$ cat src/rtl/pov_pkg.sv
// Constants and carrier types for the port override and pin register block
// Overview of operation
// - Port D bit 0 feeds the timer2 capture input; software keeps it input.
// - Port D bit 0 level also goes out as pin-change source 16.
// - Timer2 mode 0b1001 forces port D bit 7 to input for serial data.
// - All clock mode bits and both selects set force port D bit 4 input.
// - Timer2 output two drives port D bit 6, output one drives bit 5.
// - Bit 3 input buffer forced on by pin change group or interrupt one.
// - Bit 2 input buffer forced on by pin change group or interrupt zero.
// - Global pull-up disable set turns off every pull-up of every port.
// - Control register bits 4, 1, 0 read/write; others read zero; reset zero.
// - Port B output data: eight read/write bits, reset to zero.
// - Port B direction: eight read/write bits, reset to zero.
// - Port B pin input: eight bits, one per pin, initial value zero.
// - Port C output data: bits 2..0 read/write, upper bits read zero.
// - Port C direction: bits 2..0 read/write, upper bits read zero.
package pov_pkg;
  // Word offsets on the bus, byte addresses
  localparam logic [7:0] POV_OFS_MCU_CONTROL = 8'h00;
  localparam logic [7:0] POV_OFS_PB_DATA     = 8'h04;
  localparam logic [7:0] POV_OFS_PB_DIR      = 8'h08;
  localparam logic [7:0] POV_OFS_PB_PIN      = 8'h0c;
  localparam logic [7:0] POV_OFS_PC_DATA     = 8'h10;
  localparam logic [7:0] POV_OFS_PC_DIR      = 8'h14;
  localparam logic [7:0] POV_OFS_PC_PIN      = 8'h18;
  localparam logic [7:0] POV_OFS_IRQ_STATUS  = 8'h1c;
  localparam logic [7:0] POV_OFS_IRQ_MASK    = 8'h20;
  // Control register fields
  localparam int         POV_PUD_BIT         = 4;
  localparam int         POV_VSEL_BIT        = 1;
  localparam int         POV_VCE_BIT         = 0;
  localparam logic [7:0] POV_MCU_RW_MASK     = 8'h13;
  localparam logic [7:0] POV_PC_RW_MASK      = 8'h07;
  localparam logic [7:0] POV_REG_RESET       = 8'h00;
  localparam int         POV_PC_W            = 3;
  // Override conditions
  localparam logic [3:0] POV_T2_MODE_SPI     = 4'h9;
  localparam logic [1:0] POV_CMM_EXT         = 2'h3;
  // Interrupt status layout
  localparam int         POV_IRQ_W           = 3;
  localparam int         POV_IRQ_PB          = 0;
  localparam int         POV_IRQ_PC          = 1;
  localparam int         POV_IRQ_PD          = 2;

  typedef struct packed {
    logic port_value_override_enable;
    logic port_value_override_value;
    logic direction_override_enable;
    logic direction_override_value;
    logic input_enable_override_enable;
    logic input_enable_override_value;
  } pov_ovr_t;

  localparam pov_ovr_t POV_OVR_NONE = '0;

  typedef struct packed {
    logic [1:0] clock_mode_bits;
    logic       external_clock_select;
    logic       clock_source_select;
  } pov_clk_cfg_t;
endpackage

$ cat src/rtl/pov_pin_cell.sv
// One port pin: override muxing of direction, value and input buffer; pull-up from data and direction
`timescale 1ns/1ns
`default_nettype none
module pov_pin_cell
  import pov_pkg::*;
(
  input  wire logic     data_i,
  input  wire logic     dir_i,
  input  wire logic     pud_i,
  input  wire logic     sleep_i,
  input  wire logic     pad_i,
  input  wire pov_ovr_t ovr_i,
  output logic          pad_o,
  output logic          pad_oe_o,
  output logic          pullup_o,
  output logic          in_o
);
  logic dir_eff;
  logic buf_en;

  assign dir_eff  = ovr_i.direction_override_enable ? ovr_i.direction_override_value : dir_i;
  assign pad_oe_o = dir_eff;
  assign pad_o    = ovr_i.port_value_override_enable ? ovr_i.port_value_override_value : data_i;
  // Pull-up only on an input with data one; never overridden
  assign pullup_o = ~dir_eff & data_i & ~pud_i;
  // Buffer off in sleep unless an alternate function needs the level
  assign buf_en   = ovr_i.input_enable_override_enable ? ovr_i.input_enable_override_value : ~sleep_i;
  assign in_o     = pad_i & buf_en;
endmodule
`default_nettype wire

$ cat src/rtl/pov_irq.sv
// Sticky pin-change status with mask and read-to-clear
`timescale 1ns/1ns
`default_nettype none
module pov_irq
  import pov_pkg::*;
(
  input  wire logic                 clk_i,
  input  wire logic                 rst_i,
  input  wire logic                 ce_i,
  input  wire logic [POV_IRQ_W-1:0] event_i,
  input  wire logic                 status_rd_i,
  input  wire logic                 mask_wr_i,
  input  wire logic [POV_IRQ_W-1:0] mask_i,
  output logic      [POV_IRQ_W-1:0] status_o,
  output logic      [POV_IRQ_W-1:0] mask_o,
  output logic                      irq_o
);
  logic [POV_IRQ_W-1:0] status_r;
  logic [POV_IRQ_W-1:0] mask_r;

  // New events win over the read that clears the register
  always_ff @(posedge clk_i) begin
    if (rst_i) begin
      status_r <= '0;
    end else if (ce_i) begin
      status_r <= (status_rd_i ? '0 : status_r) | event_i;
    end
  end

  always_ff @(posedge clk_i) begin
    if (rst_i) begin
      mask_r <= '0;
    end else if (ce_i && mask_wr_i) begin
      mask_r <= mask_i;
    end
  end

  assign status_o = status_r;
  assign mask_o   = mask_r;
  assign irq_o    = |(status_r & mask_r);
endmodule
`default_nettype wire

$ cat src/rtl/pov_top.sv
// Port B/C registers, global pull-up disable and port D override logic
`timescale 1ns/1ns
`default_nettype none
module pov_top
  import pov_pkg::*;
(
  input  wire logic          clk_i,
  input  wire logic          rst_i,
  input  wire logic          ce_i,
  // Wishbone classic slave
  input  wire logic          cyc_i,
  input  wire logic          stb_i,
  input  wire logic          we_i,
  input  wire logic [7:0]    adr_i,
  input  wire logic [3:0]    sel_i,
  input  wire logic [31:0]   dat_i,
  output logic      [31:0]   dat_o,
  output logic               ack_o,
  output logic               irq_o,
  // Control register outputs and sleep input
  output logic               vector_table_select_o,
  output logic               vector_change_enable_o,
  input  wire logic          sleep_i,
  // Port B pins
  input  wire logic [7:0]    port_b_pad_i,
  output logic      [7:0]    port_b_pad_o,
  output logic      [7:0]    port_b_pad_oe_o,
  output logic      [7:0]    port_b_pullup_o,
  // Port C pins
  input  wire logic [2:0]    port_c_pad_i,
  output logic      [2:0]    port_c_pad_o,
  output logic      [2:0]    port_c_pad_oe_o,
  output logic      [2:0]    port_c_pullup_o,
  // Port D registers live elsewhere
  input  wire logic [7:0]    port_d_data_i,
  input  wire logic [7:0]    port_d_dir_i,
  input  wire logic [7:0]    port_d_pad_i,
  output logic      [7:0]    port_d_pad_o,
  output logic      [7:0]    port_d_pad_oe_o,
  output logic      [7:0]    port_d_pullup_o,
  // Peripheral controls
  input  wire logic [3:0]    timer2_mode_field_i,
  input  wire logic          timer2_output_one_i,
  input  wire logic          timer2_output_one_en_i,
  input  wire logic          timer2_output_two_i,
  input  wire logic          timer2_output_two_en_i,
  input  wire pov_clk_cfg_t  clk_cfg_i,
  input  wire logic [7:0]    pin_change_select_i,
  input  wire logic          port_d_pin_change_group_enable_i,
  input  wire logic          external_interrupt_zero_en_i,
  input  wire logic          external_interrupt_one_en_i,
  // Levels handed to peripherals
  output logic               timer2_capture_input_o,
  output logic      [7:0]    pin_change_source_o,
  output logic               serial_data_input_o,
  output logic               external_clock_input_one_o,
  output logic               external_interrupt_zero_o,
  output logic               external_interrupt_one_o,
  output logic               timer_external_clock_input_o
);
  logic [7:0]           mcu_control_r;
  logic [7:0]           port_b_output_data_r;
  logic [7:0]           port_b_direction_r;
  logic [7:0]           port_b_pin_input_r;
  logic [POV_PC_W-1:0]  port_c_output_data_r;
  logic [POV_PC_W-1:0]  port_c_direction_r;
  logic [POV_PC_W-1:0]  port_c_pin_input_r;
  logic [7:0]           port_d_pin_r;
  logic                 ack_r;
  logic [31:0]          dat_r;
  logic [7:0]           rd_nxt;
  logic                 global_pullup_disable;
  logic                 wr_go;
  logic                 rd_go;
  logic [7:0]           wbyte;
  logic [7:0]           pb_in;
  logic [POV_PC_W-1:0]  pc_in;
  logic [7:0]           pd_in;
  pov_ovr_t             pd_ovr [8];
  logic [POV_IRQ_W-1:0] irq_evt;
  logic [POV_IRQ_W-1:0] irq_status;
  logic [POV_IRQ_W-1:0] irq_mask;
  logic                 irq_clr;
  logic [POV_IRQ_W-1:0] irq_keep;

  // Bus handshake: ack one cycle after the request; writes and read-clear at ack edge, read data captured at the request edge
  assign wr_go = cyc_i & stb_i & we_i & ack_r & sel_i[0] & ce_i;
  assign rd_go = cyc_i & stb_i & ~we_i & ack_r & ce_i;
  assign wbyte = dat_i[7:0];
  assign global_pullup_disable   = mcu_control_r[POV_PUD_BIT];

  always_ff @(posedge clk_i) begin
    if (rst_i) begin
      ack_r <= 1'b0;
    end else if (ce_i) begin
      ack_r <= cyc_i & stb_i & ~ack_r;
    end
  end

  // Unmapped offsets read zero and ignore writes
  always_comb begin
    rd_nxt = 8'h00;
    case (adr_i)
      POV_OFS_MCU_CONTROL: rd_nxt = mcu_control_r & POV_MCU_RW_MASK;
      POV_OFS_PB_DATA:     rd_nxt = port_b_output_data_r;
      POV_OFS_PB_DIR:      rd_nxt = port_b_direction_r;
      POV_OFS_PB_PIN:      rd_nxt = port_b_pin_input_r;
      POV_OFS_PC_DATA:     rd_nxt = {5'h00, port_c_output_data_r};
      POV_OFS_PC_DIR:      rd_nxt = {5'h00, port_c_direction_r};
      POV_OFS_PC_PIN:      rd_nxt = {5'h00, port_c_pin_input_r};
      POV_OFS_IRQ_STATUS:  rd_nxt = {5'h00, irq_status};
      POV_OFS_IRQ_MASK:    rd_nxt = {5'h00, irq_mask};
      default:             rd_nxt = 8'h00;
    endcase
  end

  always_ff @(posedge clk_i) begin
    if (rst_i) begin
      dat_r <= 32'h0000_0000;
    end else if (ce_i && cyc_i && stb_i && !ack_r) begin
      dat_r <= {24'h00_0000, rd_nxt};
    end
  end

  assign ack_o = ack_r;
  assign dat_o = dat_r;

  // Only the documented bits hold state
  always_ff @(posedge clk_i) begin
    if (rst_i) begin
      mcu_control_r <= POV_REG_RESET;
    end else if (wr_go && adr_i == POV_OFS_MCU_CONTROL) begin
      mcu_control_r <= wbyte & POV_MCU_RW_MASK;
    end
  end

  assign vector_table_select_o  = mcu_control_r[POV_VSEL_BIT];
  assign vector_change_enable_o = mcu_control_r[POV_VCE_BIT];

  // Writing ones to the pin register toggles the data bits
  always_ff @(posedge clk_i) begin
    if (rst_i) begin
      port_b_output_data_r <= POV_REG_RESET;
    end else if (wr_go && adr_i == POV_OFS_PB_DATA) begin
      port_b_output_data_r <= wbyte;
    end else if (wr_go && adr_i == POV_OFS_PB_PIN) begin
      port_b_output_data_r <= port_b_output_data_r ^ wbyte;
    end
  end

  always_ff @(posedge clk_i) begin
    if (rst_i) begin
      port_b_direction_r <= POV_REG_RESET;
    end else if (wr_go && adr_i == POV_OFS_PB_DIR) begin
      port_b_direction_r <= wbyte;
    end
  end

  always_ff @(posedge clk_i) begin
    if (rst_i) begin
      port_c_output_data_r <= POV_REG_RESET[POV_PC_W-1:0];
    end else if (wr_go && adr_i == POV_OFS_PC_DATA) begin
      port_c_output_data_r <= wbyte[POV_PC_W-1:0];
    end else if (wr_go && adr_i == POV_OFS_PC_PIN) begin
      port_c_output_data_r <= port_c_output_data_r ^ wbyte[POV_PC_W-1:0];
    end
  end

  always_ff @(posedge clk_i) begin
    if (rst_i) begin
      port_c_direction_r <= POV_REG_RESET[POV_PC_W-1:0];
    end else if (wr_go && adr_i == POV_OFS_PC_DIR) begin
      port_c_direction_r <= wbyte[POV_PC_W-1:0];
    end
  end

  // Pin samples; a change against the last sample is an event
  always_ff @(posedge clk_i) begin
    if (rst_i) begin
      port_b_pin_input_r <= POV_REG_RESET;
      port_c_pin_input_r <= POV_REG_RESET[POV_PC_W-1:0];
      port_d_pin_r       <= POV_REG_RESET;
    end else if (ce_i) begin
      port_b_pin_input_r <= pb_in;
      port_c_pin_input_r <= pc_in;
      port_d_pin_r       <= pd_in;
    end
  end

  assign irq_evt[POV_IRQ_PB] = |(pb_in ^ port_b_pin_input_r);
  assign irq_evt[POV_IRQ_PC] = |(pc_in ^ port_c_pin_input_r);
  assign irq_evt[POV_IRQ_PD] = |(pd_in ^ port_d_pin_r);

  // Read data was captured one edge before the clear; bits set since then
  // were never seen by software and must survive the clear
  assign irq_clr  = rd_go && adr_i == POV_OFS_IRQ_STATUS;
  assign irq_keep = irq_status & ~dat_r[POV_IRQ_W-1:0] & {POV_IRQ_W{irq_clr}};

  pov_irq u_irq (
    .clk_i       (clk_i),
    .rst_i       (rst_i),
    .ce_i        (ce_i),
    .event_i     (irq_evt | irq_keep),
    .status_rd_i (irq_clr),
    .mask_wr_i   (wr_go && adr_i == POV_OFS_IRQ_MASK),
    .mask_i      (wbyte[POV_IRQ_W-1:0]),
    .status_o    (irq_status),
    .mask_o      (irq_mask),
    .irq_o       (irq_o)
  );

  // Port B and C have no alternate functions in this block
  for (genvar i = 0; i < 8; i++) begin : g_pb
    pov_pin_cell u_cell (
      .data_i   (port_b_output_data_r[i]),
      .dir_i    (port_b_direction_r[i]),
      .pud_i    (global_pullup_disable),
      .sleep_i  (sleep_i),
      .pad_i    (port_b_pad_i[i]),
      .ovr_i    (POV_OVR_NONE),
      .pad_o    (port_b_pad_o[i]),
      .pad_oe_o (port_b_pad_oe_o[i]),
      .pullup_o (port_b_pullup_o[i]),
      .in_o     (pb_in[i])
    );
  end

  for (genvar i = 0; i < POV_PC_W; i++) begin : g_pc
    pov_pin_cell u_cell (
      .data_i   (port_c_output_data_r[i]),
      .dir_i    (port_c_direction_r[i]),
      .pud_i    (global_pullup_disable),
      .sleep_i  (sleep_i),
      .pad_i    (port_c_pad_i[i]),
      .ovr_i    (POV_OVR_NONE),
      .pad_o    (port_c_pad_o[i]),
      .pad_oe_o (port_c_pad_oe_o[i]),
      .pullup_o (port_c_pullup_o[i]),
      .in_o     (pc_in[i])
    );
  end

  // Port D override table; pull-up override never enabled
  always_comb begin
    for (int i = 0; i < 8; i++) begin
      pd_ovr[i]       = POV_OVR_NONE;
      pd_ovr[i].input_enable_override_value = 1'b1;
      pd_ovr[i].input_enable_override_enable = pin_change_select_i[i] &
                        port_d_pin_change_group_enable_i;
    end
    pd_ovr[7].direction_override_enable = (timer2_mode_field_i == POV_T2_MODE_SPI);
    pd_ovr[6].port_value_override_enable = timer2_output_two_en_i;
    pd_ovr[6].port_value_override_value = timer2_output_two_i;
    pd_ovr[5].port_value_override_enable = timer2_output_one_en_i;
    pd_ovr[5].port_value_override_value = timer2_output_one_i;
    pd_ovr[4].direction_override_enable = (clk_cfg_i.clock_mode_bits == POV_CMM_EXT) & clk_cfg_i.external_clock_select &
                     clk_cfg_i.clock_source_select;
    pd_ovr[3].input_enable_override_enable |= external_interrupt_one_en_i;
    pd_ovr[2].input_enable_override_enable |= external_interrupt_zero_en_i;
  end

  for (genvar i = 0; i < 8; i++) begin : g_pd
    pov_pin_cell u_cell (
      .data_i   (port_d_data_i[i]),
      .dir_i    (port_d_dir_i[i]),
      .pud_i    (global_pullup_disable),
      .sleep_i  (sleep_i),
      .pad_i    (port_d_pad_i[i]),
      .ovr_i    (pd_ovr[i]),
      .pad_o    (port_d_pad_o[i]),
      .pad_oe_o (port_d_pad_oe_o[i]),
      .pullup_o (port_d_pullup_o[i]),
      .in_o     (pd_in[i])
    );
  end

  // Peripheral levels come from the sampled pins, one cycle late
  assign timer2_capture_input_o       = port_d_pin_r[0];
  assign pin_change_source_o          = port_d_pin_r;
  assign timer_external_clock_input_o = port_d_pin_r[1];
  assign external_interrupt_zero_o    = port_d_pin_r[2];
  assign external_interrupt_one_o     = port_d_pin_r[3];
  assign external_clock_input_one_o   = port_d_pin_r[4];
  assign serial_data_input_o          = port_d_pin_r[7];
endmodule
`default_nettype wire

$ cat config.mk
export PLATFORM = sky130hd
export DESIGN_NAME = pov_top
export DESIGN_NICKNAME = d
export VERILOG_FILES = /design/src/rtl/pov_pkg.sv /design/src/rtl/pov_pin_cell.sv /design/src/rtl/pov_irq.sv /design/src/rtl/pov_top.sv
export SDC_FILE = /design/constraint.sdc
export NUM_CORES = 1
export LEC_CHECK = 0
export CORE_UTILIZATION = 55
export CTS_CLUSTER_DIAMETER = 150
export DETAILED_ROUTE_END_ITERATION = 12
export DONT_BUFFER_PORTS = 1
export HOLD_SLACK_MARGIN = 0.03
export PLACE_DENSITY = 0.81
export RECOVER_POWER = 50
export SLEW_MARGIN = 20
export SYNTH_ARGS = -nofsm -noshare
export SYNTH_HDL_FRONTEND = slang
export SYNTH_HIERARCHICAL = 1
export SYNTH_SLANG_ARGS = --single-unit
$ cat constraint.sdc
create_clock -name clk_i -period 2.7 [get_ports clk_i]
set_clock_uncertainty 0.05 [all_clocks]
set_input_delay 0.405 -clock clk_i [delete_from_list [all_inputs] [get_ports clk_i]]
set_output_delay 0.405 -clock clk_i [all_outputs]
set_load 0.02 [all_outputs]
==> results of run 1 <==
metrics by stage:
stage / area [um2] / setup slack (ns)
floorplan: 5051 / 0.6334
global placement: 4866 / 0.6215
detailed placement: 4866 / 0.5277
CTS: 5079 / 0.4880
global route: 5011 / 0.3824
finish: 5011 / 0.4731
how the worst max path moves through the flow:
stage / end / slack (ns) / from / cells after the start
after floorplan: port_b_output_data_r[5]$_SDFFE_PP0P_ / 0.63 / adr_i[4] / 6
after global placement: port_c_output_data_r[1]$_SDFFE_PP0P_ / 0.62 / adr_i[5] / 4
after detailed placement: port_b_output_data_r[1]$_SDFFE_PP0P_ / 0.53 / ack_o$_SDFFE_PP0P_ / 4
after CTS: port_b_output_data_r[1]$_SDFFE_PP0P_ / 0.49 / ack_o$_SDFFE_PP0P_ / 4
after global routing: port_b_output_data_r[1]$_SDFFE_PP0P_ / 0.38 / ack_o$_SDFFE_PP0P_ / 4
final: port_b_output_data_r[1]$_SDFFE_PP0P_ / 0.47 / ack_o$_SDFFE_PP0P_ / 4
power breakdown:
part | leakage, nW | switching, mW | internal [mW] | total, mW
clock network | 0.109 | 0.335 | 0.522 | 0.857
logic | 1.51 | 0.208 | 0.125 | 0.333
registers | 0.478 | 0.0300 | 0.887 | 0.917
total | 2.10 | 0.573 | 1.53 | 2.11
cell type report:
class,instances,area (um2)
Multi-Input combinational cell,529,3448
Fill cell,701,2836
Sequential cell,59,1181
Clock buffer,14,182.7
Tap cell,102,127.6
Clock inverter,1,30.03
Inverter,7,26.28
Timing Repair Buffer,2,15.01
logic make-up after synthesis:
logic type,share of synthesized area
muxes,0.2064
buffers and inverters,0.07779
xor gates and xnor gates,0.03656
other,0.001650
AOI/OAI and AO/OA,0.1377
and+or+nand+nor,0.2804
DFF,0.2595
placed cells by master, fill, tap and decap left out, drive strengths merged, types with 6 or more instances in the layout:
cell,count
a21bo,6
a21boi,21
a21oi,11
a31oi,9
and2,6
clkbuf,14
conb,135
dfxtp,59
inv,6
mux2,42
mux2i,35
nand2,48
nand3,16
nand3b,12
nand4,8
nor2,37
nor3,6
nor3b,22
o21ai,16
or2,21
xnor2,16
sequential cells by signal (all words and copies together) (netlist names), 3 cells and up:
signal and count:
u_irq/status_o 3, port_b_direction_r 8, port_b_output_data_r 8, mcu_control_r 3, port_c_output_data_r 3, port_c_direction_r 3, u_irq/mask_o 3, pin_change_source_o 8
port_b_pin_input_r 8, dat_o 8, port_c_pin_input_r 3
routing by layer:
metal,track usage,wire [um]
met5,0,0
met4,0.07179,225
met3,0.09024,1138
met2,0.4865,5640
met1,0.2848,4323
==> metrics.txt, run 1 <==
Core Util, Final=0.6386; Finished Layout Cells=714; pwr dens=420.6 nW/um2; Post-Synthesis Cells=514; Worst-path clk slew=0.06 ns; RePlAce Congestion=0.8612; Die Ht=92.98 um; Tot GR Track Use=0.2640; Final Critical Period=2.227 ns; Hold Path Sink=port_c_direction_r[1]$_SDFFE_PP0P_; RSZ-0062 raised after global routing=no; Reg-to-Reg End=port_b_output_data_r[1]$_SDFFE_PP0P_; Initial DRC Count=235; diode count=0; total CTS buffers=9; Net count, final=717; Slew Limit Fails=0; GR Overflow Total=0; Seq/Total Area, Yosys=0.2595; Clock Sinks=59; Reg2Reg Setup Slack=0.47 ns; # Post-CTS Setup Buffers=0; Final Setup Violations=0; Die ar.=8644 um2; Crit path arrival time=2.40 ns; Port Buffers=0; HP Start=rst_i; status=finished, final reports clean; Final Power=2.108 mW; Row Count=32; Main synth FF type=dfxtp_1; critical path's top delay family=simple AND/OR/NAND/NOR gates; Worst Path Max Fanout=8; Crit Path Class=reg2reg; CP Launch Type=flip-flop; Clock Latency Late Sink=0.34 ns; Layout Area Growth over Synthesis=10.09%; synth top area cells=dfxtp_1 (26%), mux2i_1 (7.7%), mux2_4 (6.3%); via count=3,865; Distinct cells, synth=63; mean cell area of the mapped netlist=8.856 um2; commonest cells in the netlist=dfxtp_1 (59), nand2_1 (48), nor2_1 (37); HP Class=in2reg; CTS H-tree lvls=3; Slew @ Worst Pin=0.7007 ns; Routed WL=11,330 um; DR WL/cell=15.87 um; Final HPWL DP=8611 um; FMAX=449.1 MHz; largest net degree at the start of global routing=47; vias per std cell=5.413; Leak=2.095 nW; CTS hold repair buffers=0; Max Cap Viol=0; Fin. Hold Viols=0; critical path capture point type=flip-flop; fin crit share=0.8248; DRT Pass-1 Iters=5; max incr delay on CP=0.80 ns; CP bufs+invs=0; post-route setup TNS=0 ns; Worst VDD drop=0.3537 mV; first-pass GRT wire length=17,870 um; fraction of registers with async set/reset=0; Yosys reg bits=59; Starting Density=0.5800; CP max-delay cell=or4_1; Root Buffer=clkbuf_8; CTS resizes=0; Post-Place Cells=699; Slew Limit Headroom=0.5300; Yosys top cell area share=0.2595; hold depth=1; Die Wd=92.98 um; Top Ports=216; drt drc=0; critical path, cell by cell=nand4_1 > or4_1 > o21ai_0 > a31oi_1; most common cell in the netlist=dfxtp_1; worst hold slack=0.07649 ns; CTS tree=done; Mapped Area=4552 um2; worst r2r src=ack_o$_SDFFE_PP0P_; initial antenna violation count=0; Post-synth EDFFs=0; post-route ant nets=0; largest area contributor in the netlist=dfxtp_1; worst-case reg-to-reg path depth=4; YS warnings=6; CP required=2.87 ns; deepest clock path buffer count=2; number of global-route vias before repair=3,652; core footprint=7848 um2; share of layout cells above drive strength 1=0.1405
(Power assumes the default switching activity.)
==> inputs of run 2 (changes only) <==
- ABC_AREA: default -> 1
- PLACE_DENSITY: 0.81 -> 0.84
- clock period: 2.7 -> 1.9 ns (I/O delays scaled with it)
==> run 2 against run 1 <==
Compared with the run above:
- synthesized area is 0.44% higher
- sequential power up 42%
- non-clock buffer count is 26 higher
- worst setup slack got worse by 0.18 ns
- wire length down 7.7%
- critical path type unchanged
- maximum frequency rose by 39%
==> metrics.txt, run 2 <==
largest net degree at the start of global routing=27 (-43%); Main synth FF type=dfxtp_1; HP Class=in2reg; diode count=0 (unchanged); Die Ht=93.18 um (+0.22%); status=finished, final reports clean; Post-Place Cells=1,022 (+46%); CP Launch Type=flip-flop; FMAX=623.5 MHz (+39%); Leak=2.521 nW (+20%); CTS H-tree lvls=3 (unchanged); Yosys top cell area share=0.2583 (-0.001136); Distinct cells, synth=34 (-46%); clock network power share=0.341 (-0.066); deepest clock path buffer count=2 (unchanged); RSZ-0062 raised after global routing=no; Die ar.=8682 um2 (+0.43%); Root Buffer=clkbuf_8; Routed WL=10,460 um (-7.7%); sw frac=0.3295 (+0.05760); via count=4,686 (+21%); Crit Path Class=reg2reg; commonest cells in the netlist=nand2_1 (190), nor2_1 (136), inv_1 (116); Final Setup Violations=0 (unchanged); Port Buffers=0 (unchanged); Net count, final=1,042 (+45%); Worst VDD drop=0.3775 mV (+6.7%); Layout Area Growth over Synthesis=15.74%; Yosys reg bits=59 (unchanged); Row Count=32 (unchanged); CP required=2.08 ns (-0.79 ns); Worst-path clk slew=0.07 ns (about the same); initial antenna violation count=0 (unchanged); CTS tree=done; Slew Limit Headroom=0.5485 (+0.01852); pwr dens=532.8 nW/um2 (+27%); most common cell after layout, fill and taps aside=nand2_1; Seq/Total Area, Yosys=0.2583 (-0.001136); Clock Latency Late Sink=0.34 ns (about the same); Max Cap Viol=0 (unchanged); Tot GR Track Use=0.2568 (-0.007148); fraction of registers with async set/reset=0 (unchanged); Die Wd=93.18 um (+0.22%); mean cell area of the mapped netlist=5.846 um2 (-34%); Post-Synthesis Cells=782 (+52%); core footprint=7888 um2 (+0.51%); Initial DRC Count=218 (-7.2%); Layout fillers=785 (+12%); Fin. Hold Viols=0 (unchanged); Finished Layout Cells=1,040 (+46%); total CTS buffers=9 (unchanged); Comb pwr share=0.197 (+0.039); Worst Path Max Fanout=8 (unchanged); DRT Pass-1 Iters=5 (unchanged); drt drc=0 (unchanged); Crit path arrival time=1.79 ns (-0.61 ns); Clock Sinks=59 (unchanged); largest area contributor in the netlist=dfxtp_1; post-route setup TNS=0 ns (unchanged); RePlAce Congestion=0.9042 (+5.0%); Final HPWL DP=8155 um (-5.3%); share of layout cells above drive strength 1=0.1023 (-0.03818); Top Ports=216 (unchanged); Mapped Area=4572 um2 (+0.44%); fin crit share=0.8441 (+0.01930); Post-synth EDFFs=0 (unchanged); most common cell in the netlist=nand2_1; P_int=1.890 mW (+23%); Final Critical Period=1.604 ns (-0.6232 ns); synth top area cells=dfxtp_1 (26%), nand2_1 (16%), nor2_1 (11%); YS warnings=6 (unchanged); NetSw=0.9290 mW (+62%); worst hold slack=0.03709 ns (-0.03940 ns); part of the power in registers=0.462 (+0.027); number of global-route vias before repair=4,243 (+16%); critical path capture point type=flip-flop; post-route ant nets=0 (unchanged); Slew Limit Fails=0 (unchanged); DR WL/cell=10.05 um (-37%); GR Overflow Total=0 (unchanged); Slew @ Worst Pin=0.6702 ns (-0.03053 ns); Starting Density=0.5796 (about the same); most frequent cells in the layout=nand2_1 (208), conb_1 (158), nor2_1 (137), inv_1 (116), o21ai_0 (67); vias per std cell=4.506 (-17%); first-pass GRT wire length=17,940 um (+0.39%)
-- run 2: cell count changes after synthesis, sizes merged, moves of 21 or more --
| cell | previous run | this run |
|---|---|---|
| a21boi | 21 | 0 |
| inv | 6 | 119 |
| mux2 | 42 | 0 |
| mux2i | 35 | 0 |
| nand2 | 48 | 233 |
| nor2 | 37 | 164 |
| nor3b | 22 | 0 |
| o21ai | 16 | 69 |
| or2 | 21 | 0 |
-- run 2: worst paths after layout --
| path | start | to | slack, ns | cells after the start |
|---|---|---|---|---|
| setup / recovery | ack_o$_SDFFE_PP0P_ | u_irq/mask_o[2]$_SDFFE_PP0P_ | 0.30 | 7 |
| hold / removal | dat_i[4] | port_b_direction_r[4]$_SDFFE_PP0P_ | 0.04 | 2 |
| setup reg to reg | ack_o$_SDFFE_PP0P_ | u_irq/mask_o[2]$_SDFFE_PP0P_ | 0.30 | 7 |
| hold reg to reg | u_irq/status_o[1]$_SDFFE_PP0P_ | u_irq/status_o[1]$_SDFFE_PP0P_ | 0.45 | 2 |
-- run 2: logic make-up (layout without fill, tap and decap cells) --
family | after synthesis | in the layout | share of synthesized area
XOR/XNOR | 19 | 19 | 0.03640
buffers and inverters | 165 | 165 | 0.1642
AND/OR/NAND/NOR | 443 | 443 | 0.4280
AO/OA/AOI/OAI | 94 | 94 | 0.1114
flip-flops | 59 | 59 | 0.2583
other | 2 | 158 | 0.001643
-- run 2: stage by stage --
step / power (mW) / setup WS [ns] / util / instance area [um2]
floorplan: 1.859 / 0.3517 / - / 5157
global placement: 1.881 / 0.3621 / 0.6574 / 5185
detailed placement: 1.889 / 0.3457 / 0.6574 / 5185
CTS: 2.838 / 0.05543 / 0.6788 / 5354
global route: 2.967 / 0.1435 / 0.6708 / 5291
finish: 2.819 / 0.2962 / 0.6708 / 5291
-- run 2: what timing repair did --
action	CTS	global route
hold buffers	1	1
setup buffers	0	0
endpoints found under the hold margin	12	1
endpoints found under the setup margin	0	4
resized for setup	0	1
-- run 2: worst max-delay path, stage by stage, from the launching register on --
cell     delay (ns)
dfxtp_1        0.33
inv_1          0.05
nor2_2         0.16
nand3_4        0.20
nor4_1         0.38
nand2_2        0.16
nor2_1         0.12
nor2_1         0.05
-- run 2: layout make-up --
type,count,area (um2),share of cell area
repair buffers,28,188.9,0.03571
flip-flops and latches,59,1182,0.2235
well taps,102,127.6,0.02412
clock inverters,7,35.03,0.006621
inverters,121,455.4,0.08607
multi-input cells,714,3178,0.6006
clock buffers,9,123.9,0.02341
-- run 2: power by group through the flow --
stage	sequential [mW]	combinational [mW]	clock, mW
floorplan	1.34	0.521	0
global placement	1.33	0.552	0
detailed placement	1.33	0.559	0
CTS	1.30	0.566	0.969
global route	1.31	0.636	1.02
finish	1.30	0.556	0.960
-- run 2: layer usage --
metal	share of wire	global-route usage	vias to the layer above
met5	0	0	-
met3	0.079	0.06098	16
met4	0.012	0.07051	0
met1	0.44	0.2983	1988
li1	-	-	2492
met2	0.47	0.4675	190
